$ cat src/cwf_regs.svh
/*
 * Register addresses, field positions, reset values and masks of the
 * selective-wake identifier filter registers.
 * Assumes: included by bare name; addresses are seven-bit serial-interface addresses.
 */
`ifndef CWF_REGS_SVH
`define CWF_REGS_SVH

// register addresses on the serial interface
`define CWF_ADDR_IDENT_HIGH       7'h32
`define CWF_ADDR_IDENT_LOW        7'h33
`define CWF_ADDR_MASK_HIGH        7'h34

// reset values, same for power-on and soft reset
`define CWF_RST_IDENT_LOW         16'h0000
`define CWF_RST_IDENT_HIGH        16'h0000
`define CWF_RST_MASK_HIGH         16'h0000

// writable bits of the identifier-low register (bit 7 reserved)
`define CWF_WMASK_IDENT_LOW       16'hFF7F

// identifier-low field positions
`define CWF_LOW_ID_HI_MSB         15
`define CWF_LOW_ID_HI_LSB         8
`define CWF_LOW_RSVD_BIT          7
`define CWF_LOW_ID_LO_MSB         6
`define CWF_LOW_ID_LO_LSB         2
`define CWF_LOW_RTR_BIT           1
`define CWF_LOW_IDE_BIT           0

`endif

$ cat src/cwf_pkg.sv
/*
 * Types of the selective-wake identifier filter.
 * Assumes: constants come from cwf_regs.svh.
 */
package cwf_pkg;

   // one received frame header handed in by the frame decoder
   typedef struct packed {
      logic [28:0] ident;
      logic        rtr;
      logic        ide;
   } cwf_frame_t;

   // one decoded register access from the serial interface
   typedef struct packed {
      logic [6:0]  addr;
      logic        wrEn;
      logic        rdEn;
      logic [15:0] wrData;
   } cwf_access_t;

endpackage : cwf_pkg

$ cat src/cwf_filter_regs.sv
/*
 * Selective-wake identifier registers and the identifier filter compare.
 * Assumes: serial frame decoding is done upstream and hands in one decoded
 * access per cycle on ref_clk; the frame decoder hands in received headers
 * on the same clock; the low-half mask register lives elsewhere.
 */
`timescale 1ns/100ps
`include "cwf_regs.svh"

// Operation
// low register bits 15:8 hold ident 12:5
// low register bits 6:2 hold ident 4:0
// bit 7 reserved, reads zero, not stored
// bit 1 selects expected remote request
// bit 0 selects standard or extended identifier
// mask-high bits 15:0 mask ident 28:13
// mask one compares bit, zero ignores
// power-on or soft reset clears registers
// restart keeps low register, bit 7 zero
// restart keeps mask-high register unchanged
// low register sits at address 0x33
// separate high register holds ident 28:13
// config change clears configuration-valid flag
// match needs masked ident, RTR, IDE equal
// host programs everything before setting valid
module cwf_filter_regs #(
   parameter int REG_W = 16
) (
   input  wire logic                ref_clk,
   input  wire logic                rst_n,
   input  wire logic                softRstReq,
   input  wire logic                restartReq,
   input  wire cwf_pkg::cwf_access_t regAccess,
   input  wire logic                configValidSet,
   input  wire logic [12:0]         maskLow,
   input  wire logic                frameValid,
   input  wire cwf_pkg::cwf_frame_t frameIn,
   output logic [REG_W-1:0]         rdData,
   output logic                     rdValid,
   output logic [REG_W-1:0]         identLow,
   output logic [REG_W-1:0]         identHigh,
   output logic [REG_W-1:0]         maskHigh,
   output logic                     configValid,
   output logic                     matchDone,
   output logic                     matchHit
);

   // layout is fixed by the register map
   if (REG_W != 16) begin : g_bad_width
      $error("cwf_filter_regs: REG_W must be 16");
   end

   logic [REG_W-1:0] identLow_q;
   logic [REG_W-1:0] identHigh_q;
   logic [REG_W-1:0] maskHigh_q;
   logic [REG_W-1:0] rdData_q;
   logic             rdValid_q;
   logic             configValid_q;
   logic             matchDone_q;
   logic             matchHit_q;
   logic             clearAll;
   logic             wrLow;
   logic             wrHigh;
   logic             wrMask;
   logic [28:0]      cfgIdent;
   logic [28:0]      cmpMask;
   logic [28:0]      bitOk;

   // power-on and soft reset share one clear path
   assign clearAll = !rst_n || softRstReq;

   // address decode of write strobes
   assign wrLow  = regAccess.wrEn && (regAccess.addr == `CWF_ADDR_IDENT_LOW);
   assign wrHigh = regAccess.wrEn && (regAccess.addr == `CWF_ADDR_IDENT_HIGH);
   assign wrMask = regAccess.wrEn && (regAccess.addr == `CWF_ADDR_MASK_HIGH);

   // identifier-low: reserved bit never stored, so it reads zero after any write
   always_ff @(posedge ref_clk) begin
      if (clearAll) begin
         identLow_q <= `CWF_RST_IDENT_LOW;
      end else if (restartReq) begin
         identLow_q <= identLow_q & `CWF_WMASK_IDENT_LOW;
      end else if (wrLow) begin
         identLow_q <= regAccess.wrData & `CWF_WMASK_IDENT_LOW; // see R1 see R2 see R3 see R4
      end
   end

   // identifier-high keeps its value across a restart
   always_ff @(posedge ref_clk) begin
      if (clearAll) begin
         identHigh_q <= `CWF_RST_IDENT_HIGH;
      end else if (wrHigh) begin
         identHigh_q <= regAccess.wrData;
      end
   end

   // mask-high keeps its value across a restart
   always_ff @(posedge ref_clk) begin
      if (clearAll) begin
         maskHigh_q <= `CWF_RST_MASK_HIGH;
      end else if (wrMask) begin
         maskHigh_q <= regAccess.wrData; // see R6
      end
   end

   // any write to a filter register invalidates the configuration, a maskLow change does not; the clear wins
   // over a set in the same cycle so a half-written filter is never armed
   always_ff @(posedge ref_clk) begin
      if (clearAll || restartReq) begin
         configValid_q <= 1'b0;
      end else if (wrLow || wrHigh || wrMask) begin
         configValid_q <= 1'b0;
      end else if (configValidSet) begin
         configValid_q <= 1'b1;
      end
   end

   // read path: one cycle after the strobe; unmapped addresses read zero
   always_ff @(posedge ref_clk) begin
      if (clearAll) begin
         rdData_q  <= 16'h0000;
         rdValid_q <= 1'b0;
      end else begin
         rdValid_q <= regAccess.rdEn;
         if (!regAccess.rdEn) begin
            rdData_q <= rdData_q;
         end else if (regAccess.addr == `CWF_ADDR_IDENT_LOW) begin
            rdData_q <= identLow_q;
         end else if (regAccess.addr == `CWF_ADDR_IDENT_HIGH) begin
            rdData_q <= identHigh_q;
         end else if (regAccess.addr == `CWF_ADDR_MASK_HIGH) begin
            rdData_q <= maskHigh_q;
         end else begin
            rdData_q <= 16'h0000;
         end
      end
   end

   // expected identifier and compare mask gathered into 29-bit form
   assign cfgIdent = {identHigh_q,
                      identLow_q[`CWF_LOW_ID_HI_MSB:`CWF_LOW_ID_HI_LSB],
                      identLow_q[`CWF_LOW_ID_LO_MSB:`CWF_LOW_ID_LO_LSB]};
   assign cmpMask  = {maskHigh_q, maskLow};

   // per-bit compare; a cleared mask bit ignores that identifier bit
   for (genvar i = 0; i < 29; i++) begin : g_cmp
      assign bitOk[i] = !cmpMask[i] || (frameIn.ident[i] == cfgIdent[i]);
   end

   // compare result registered once per presented frame header
   always_ff @(posedge ref_clk) begin
      if (clearAll) begin
         matchDone_q <= 1'b0;
         matchHit_q  <= 1'b0;
      end else begin
         matchDone_q <= frameValid;
         if (frameValid) begin
            matchHit_q <= (&bitOk)
                          && (frameIn.rtr == identLow_q[`CWF_LOW_RTR_BIT])
                          && (frameIn.ide == identLow_q[`CWF_LOW_IDE_BIT]);
         end
      end
   end

   // every output straight from a flip-flop
   assign rdData      = rdData_q;
   assign rdValid     = rdValid_q;
   assign identLow    = identLow_q;
   assign identHigh   = identHigh_q;
   assign maskHigh    = maskHigh_q;
   assign configValid = configValid_q;
   assign matchDone   = matchDone_q;
   assign matchHit    = matchHit_q;

endmodule : cwf_filter_regs

$ cat config.mk
export PLATFORM = sky130hd
export DESIGN_NAME = cwf_filter_regs
export DESIGN_NICKNAME = d
export VERILOG_FILES = /design/src/cwf_pkg.sv /design/src/cwf_filter_regs.sv
export VERILOG_INCLUDE_DIRS = /design/src
export SDC_FILE = /design/constraint.sdc
export NUM_CORES = 1
export LEC_CHECK = 0
export BUFFER_PORTS_ARGS = -buffer_cell sky130_fd_sc_hd__buf_4
export CORE_UTILIZATION = 50
export CTS_CLUSTER_DIAMETER = 60
export DETAILED_ROUTE_END_ITERATION = 6
export PLACE_DENSITY_LB_ADDON = 0.1
export SYNTH_ARGS = -nofsm -noshare
export SYNTH_HDL_FRONTEND = slang
export SYNTH_SLANG_ARGS = --single-unit
$ cat constraint.sdc
create_clock -name ref_clk -period 4.35 [get_ports ref_clk]
set_input_delay 0.6525 -clock ref_clk [delete_from_list [all_inputs] [get_ports ref_clk]]
set_output_delay 0.6525 -clock ref_clk [all_outputs]
set_load 0.005 [all_outputs]
==> flow_summary.toml, run 1 <==
[run_status]
outcome = "finished, final reports clean"

[floorplanning]
ios = 143
rows = 28
fp.dieArea_um2 = 6563
die_w_um = 81.02
initial_core_util_pct = 52.42
die_y_um = 81.02
core_um2 = 5956

[worst_setup_path]
slowest_stage = "nor2_1"
crit_fanout = 19
rr_startpoint = "identHigh[1]"
cp.required_ps = 4610
arrival_ps = 2920
cp-startpoint = "regAccess[24]"
crit_chain = "buf_4, and4bb_1, nand4b_4, nor2_1, nand2_1, a21oi_1"
slowest_delay_ps = 880
path_class = "in2reg"
reg2reg_slack_ps = 2390
crit_path_end = "identHigh[11]"
cp-start-kind = "primary input"
end_kind = "flop"
r2r-end = "matchHit"
rr_worst_depth = 5

[clock_tree]
postCtsSetupBuffers = 0
cts_made_buffers = 9
cts_resized = 0
root_buffer = "clkbuf_8"
clk_latency_ps = 340
cts_tree = "yes"
clk_pin_slew_ps = 70
cts_hold_buf = 0
ctsLongestPathBuffers = 2
cts.htree.levels = 3
cts_sinks = 67

[synth]
synth.distinct_cells = 33
ys_ff_latch = 67
synth-xor-area-share_pct = 8.697
synth_compound_area_share_pct = 20.48
syn_nets = 480
ys_warn_count = 0
synth_top_family_by_area = "simple AND/OR/NAND/NOR gates"
synth-edff-count = 0
synth-adder-area-share_pct = 0
synth-async-reset-ratio_pct = 0
syn-instance-count = 405
synth_seq_area_share_pct = 42.97
netlist_area_um2 = 3122
synth_largest_area_cell = "dfxtp_1"
synth_area_leaders = "dfxtp_1 43%, nand2_1 15%, a21oi_1 10%, xor2_1 8.7%, o2111ai_1 4.2%"
synthSimpleGateAreaFrac_pct = 23.21
synth_top_area_share_pct = 42.97
syn_area_per_cell_um2 = 7.708
synth_flop_cell = "dfxtp_1"
muxShareOfSynthArea_pct = 0

[placement]
place_ws_ps = 1406
gp_congestion = 0.9744
io_buffers = 141
placed_area_um2 = 4154
dp_hpwl_mm = 7.275

[global_routing]
antenna_found_initial = 0
grt_pass1_wl_mm = 15.15
grt_usage_pct = 31.50
grt_overflow = 0
grt_pass1_vias = 2935
grt_max_degree = 65

[timing]
fin_worst_skew_ps = 4.075
min_period_ps = 2660
rsz0062_at_grt = "false"
hold_slack_ps = 461.1
finalHoldViolCount = 0
setup_viol = 0
tns_ps = 0
max_slew_margin_pct = 24.74
max_freq_mhz = 375.9
drv_slew = 0
min_period_over_period_pct = 61.15
worst_pin_slew_ps = 1125
fin_ws_ps = 1690

[finish]
area_growth_pct = 38.00
drive_gt1_share_pct = 29.91
diodes = 0
fin_nets = 605
final_area_um2 = 4308
fillers = 489

[drt]
routed_wl_mm = 9.991
firstDrtPassIters = 5
vias = 3371
wire_per_inst_um = 16.38
drtIter0Drc = 276
avgViaCountPerCell = 5.526
ant_nets = 0
remaining_drc_errors = 0

[flow_run]
max_cap_violations = 0

[power_and_ir_drop]
ir_drop_mv = 0.2300
powerDensity_nw_per_um2 = 270.2
p_leak_nw = 1.811
power_mw = 1.164

[hold_path]
hp-class = "reg2reg"
cells in the final DEF, fill, tap and decap left out, drive strengths merged:
cell     instances
dfxtp           67
a21oi           64
inv              2
nor4             1
nand3b           1
nand4            3
buf            142
nor2            19
or4              1
a222oi           1
or2              1
o21ai           16
xor2            31
o2111ai         15
nor3b            2
or3b             2
nand3            2
nor3             1
nand4b           2
clkinv           4
and3             1
and4bb           1
conb             1
clkbuf          13
nand2          127
nand2b           2
a22oi           13
cells by family after synthesis:
kind of cell    Yosys count
compound gates          109
other cells               1
simple gates            166
xor+xnor                 31
buf+inv                  31
flops                    67
cell usage after synthesis (2+ instances only):
library cell    n
nand2_1       127
dfxtp_1        67
a21oi_1        64
xor2_1         31
nor2_1         19
clkbuf_1       18
o21ai_0        16
o2111ai_1      15
a22oi_1        13
buf_2           5
buf_4           3
nand4_1         3
inv_1           2
nand3_1         2
or3b_1          2
worst min-delay path by stage:
stage,startpoint,cells after the start,slack [ps],endpoint
after global routing,rdData[11],2,490,rdData[11]
final,rdData[9],2,460,rdData[9]
after floorplan,matchHit,2,450,matchHit
after CTS,rdData[14],2,460,rdData[14]
after global placement,rdData[9],2,440,rdData[9]
after detailed placement,rdData[12],2,450,rdData[12]
power breakdown:
group	total (mW)	switching (mW)	internal [mW]
combinational	0.122	0.0608	0.0611
clock	0.426	0.222	0.205
sequential	0.616	0.000860	0.615
total	1.16	0.283	0.881
stage by stage:
stage	utilization [%]	instances
after floorplan	-	405
after global placement	69.75	594
after detailed placement	69.75	594
after CTS	72.33	610
after global routing	72.33	610
final	72.33	610
state kept, by name, summed over array words and instances, names as in the netlist:
| register | flops |
|---|---|
| rdValid | 1 |
| configValid | 1 |
| matchDone | 1 |
| maskHigh | 16 |
| identHigh | 16 |
| identLow | 15 |
| rdData | 16 |
| matchHit | 1 |
critical path, delay by kind of cell:
kind	cells	cell delay, ps
buffers and inverters	1	100
AOI/OAI and AO/OA	1	160
and+or+nand+nor	4	2000
per-layer routing:
metal | routed length, um | part of all wire (%) | vias to the layer above | global-route usage, %
li1 | - | - | 1626 | -
met4 | 160 | 1.6 | 0 | 8.571
met2 | 4521 | 45 | 180 | 47.56
met5 | 0 | 0 | - | 0
met1 | 4343 | 43 | 1544 | 42.80
met3 | 965 | 9.7 | 21 | 10.45
area by class of cell:
| cell class | count | area [um2] | share of cell area, % |
|---|---|---|---|
| clock buffers | 13 | 138.9 | 3.224 |
| clock inverters | 3 | 15.01 | 0.3485 |
| inverters | 3 | 11.26 | 0.2614 |
| multi-input cells | 307 | 1642 | 38.11 |
| flip-flops and latches | 67 | 1341 | 31.14 |
| well taps | 75 | 93.84 | 2.178 |
| repair buffers | 142 | 1066 | 24.75 |
Power figures use the tool's default switching activity.
==> run 2: changes to the inputs <==
Settings changed: CORE_UTILIZATION 50 to 47.
Clock period 4.35 ns to 2.76 ns, I/O delays scaled along.
==> flow_summary.toml, run 2 (synthesis gave the netlist of run 1 again) <==
[finish]
layout_commonest_cell = "buf_4"
area_growth_pct = 39.60
fillers = 568
final_area_um2 = 4358
diodes = 0
final_cells = 616
drive_gt1_share_pct = 30.80
fin_nets = 609
final_cell_mix = "146 x buf_4, 127 x nand2_1, 67 x dfxtp_1, 64 x a21oi_1, 31 x xor2_1"
fin_util_pct = 68.24

[placement]
gp_congestion = 0.9253
io_buffers = 141
place_ws_ps = 613.2
place_inst = 600
dp_hpwl_mm = 7.494
placed_area_um2 = 4187

[global_routing]
grt_usage_pct = 29.73
grt_pass1_vias = 3151
grt_overflow = 0
grt_pass1_wl_mm = 16.28
antenna_found_initial = 0
grt_max_degree = 36

[flow_run]
max_cap_violations = 0

[clock_tree]
cts_made_buffers = 9
clk_latency_ps = 340
ctsLongestPathBuffers = 2
cts_sinks = 67
cts_tree = "yes"
root_buffer = "clkbuf_8"
clk_pin_slew_ps = 70
cts.htree.levels = 3
postCtsSetupBuffers = 0
cts_hold_buf = 0
cts_resized = 0

[power_and_ir_drop]
ir_drop_mv = 0.2764
p_leak_nw = 1.838
power_mw = 1.882
powerDensity_nw_per_um2 = 431.8

[timing]
max_slew_margin_pct = 47.64
hold_slack_ps = 267.9
drv_slew = 0
max_freq_mhz = 546.6
rsz0062_at_grt = "false"
min_period_ps = 1829
tns_ps = 0
worst_pin_slew_ps = 783.2
finalHoldViolCount = 0
setup_viol = 0
fin_worst_skew_ps = 7.435
min_period_over_period_pct = 66.28
fin_ws_ps = 930.6

[floorplanning]
die_w_um = 83.50
initial_core_util_pct = 48.88
die_y_um = 83.50
ios = 143
fp.dieArea_um2 = 6972
rows = 29
core_um2 = 6386

[drt]
routed_wl_mm = 10.29
avgViaCountPerCell = 5.562
remaining_drc_errors = 0
wire_per_inst_um = 16.70
ant_nets = 0
vias = 3426
firstDrtPassIters = 6
drtIter0Drc = 274

[worst_setup_path]
path_class = "in2reg"
end_kind = "flop"
arrival_ps = 2080
crit_fanout = 8
cp-start-kind = "primary input"
cp.required_ps = 3010

[run_status]
outcome = "finished, final reports clean"

[hold_path]
hp-class = "in2reg"
[run 2: cell count changes in the layout (fill, tap and decap cells not counted), sizes merged]
cell	delta
clkinvlp	+1
buf	+4
clkbuf	-1
[run 2: cell type report]
type	instances	area [um2]	area share [%]
inverter	3	11.26	0.2584
sequential	67	1341	30.78
timing repair buffer	146	1096	25.15
clock inverter	4	26.28	0.6029
multi-input combinational	307	1642	37.67
tap	77	96.34	2.211
clock buffer	12	145.1	3.330
[run 2: per-layer routing]
metal	routed length, um	vias to the layer above	share of wire, %	global-route usage [%]
met5	0	-	0	0
met4	214	0	2.1	12.17
met3	943	17	9.2	5.045
met2	4676	191	45	44.56
met1	4453	1585	43	42.48
li1	-	1633	-	-
[run 2: path summary, 6_finish.rpt]
kind              slack (ps)           to     startpoint  cells after the start
setup / recovery         930  identLow[3]  regAccess[24]                      7
hold / removal           270  configValid     restartReq                      2
setup reg to reg        1010     matchHit  identHigh[10]                      5
hold reg to reg          460    rdData[6]      rdData[6]                      2
[run 2: power breakdown]
part | internal (mW) | leakage [nW] | total (mW) | switching (mW)
sequential | 0.968 | 0.540 | 0.970 | 0.00126
combinational | 0.0974 | 1.21 | 0.193 | 0.0951
clock | 0.350 | 0.0863 | 0.719 | 0.370
total | 1.42 | 1.84 | 1.88 | 0.466
[run 2: worst max-delay path, cell delays in order]
cell and delay (ps):
buf_4 100, and4bb_1 380, nand4b_4 160, nor3b_2 560, buf_4 280, nand2_1 60, a21oi_1 130
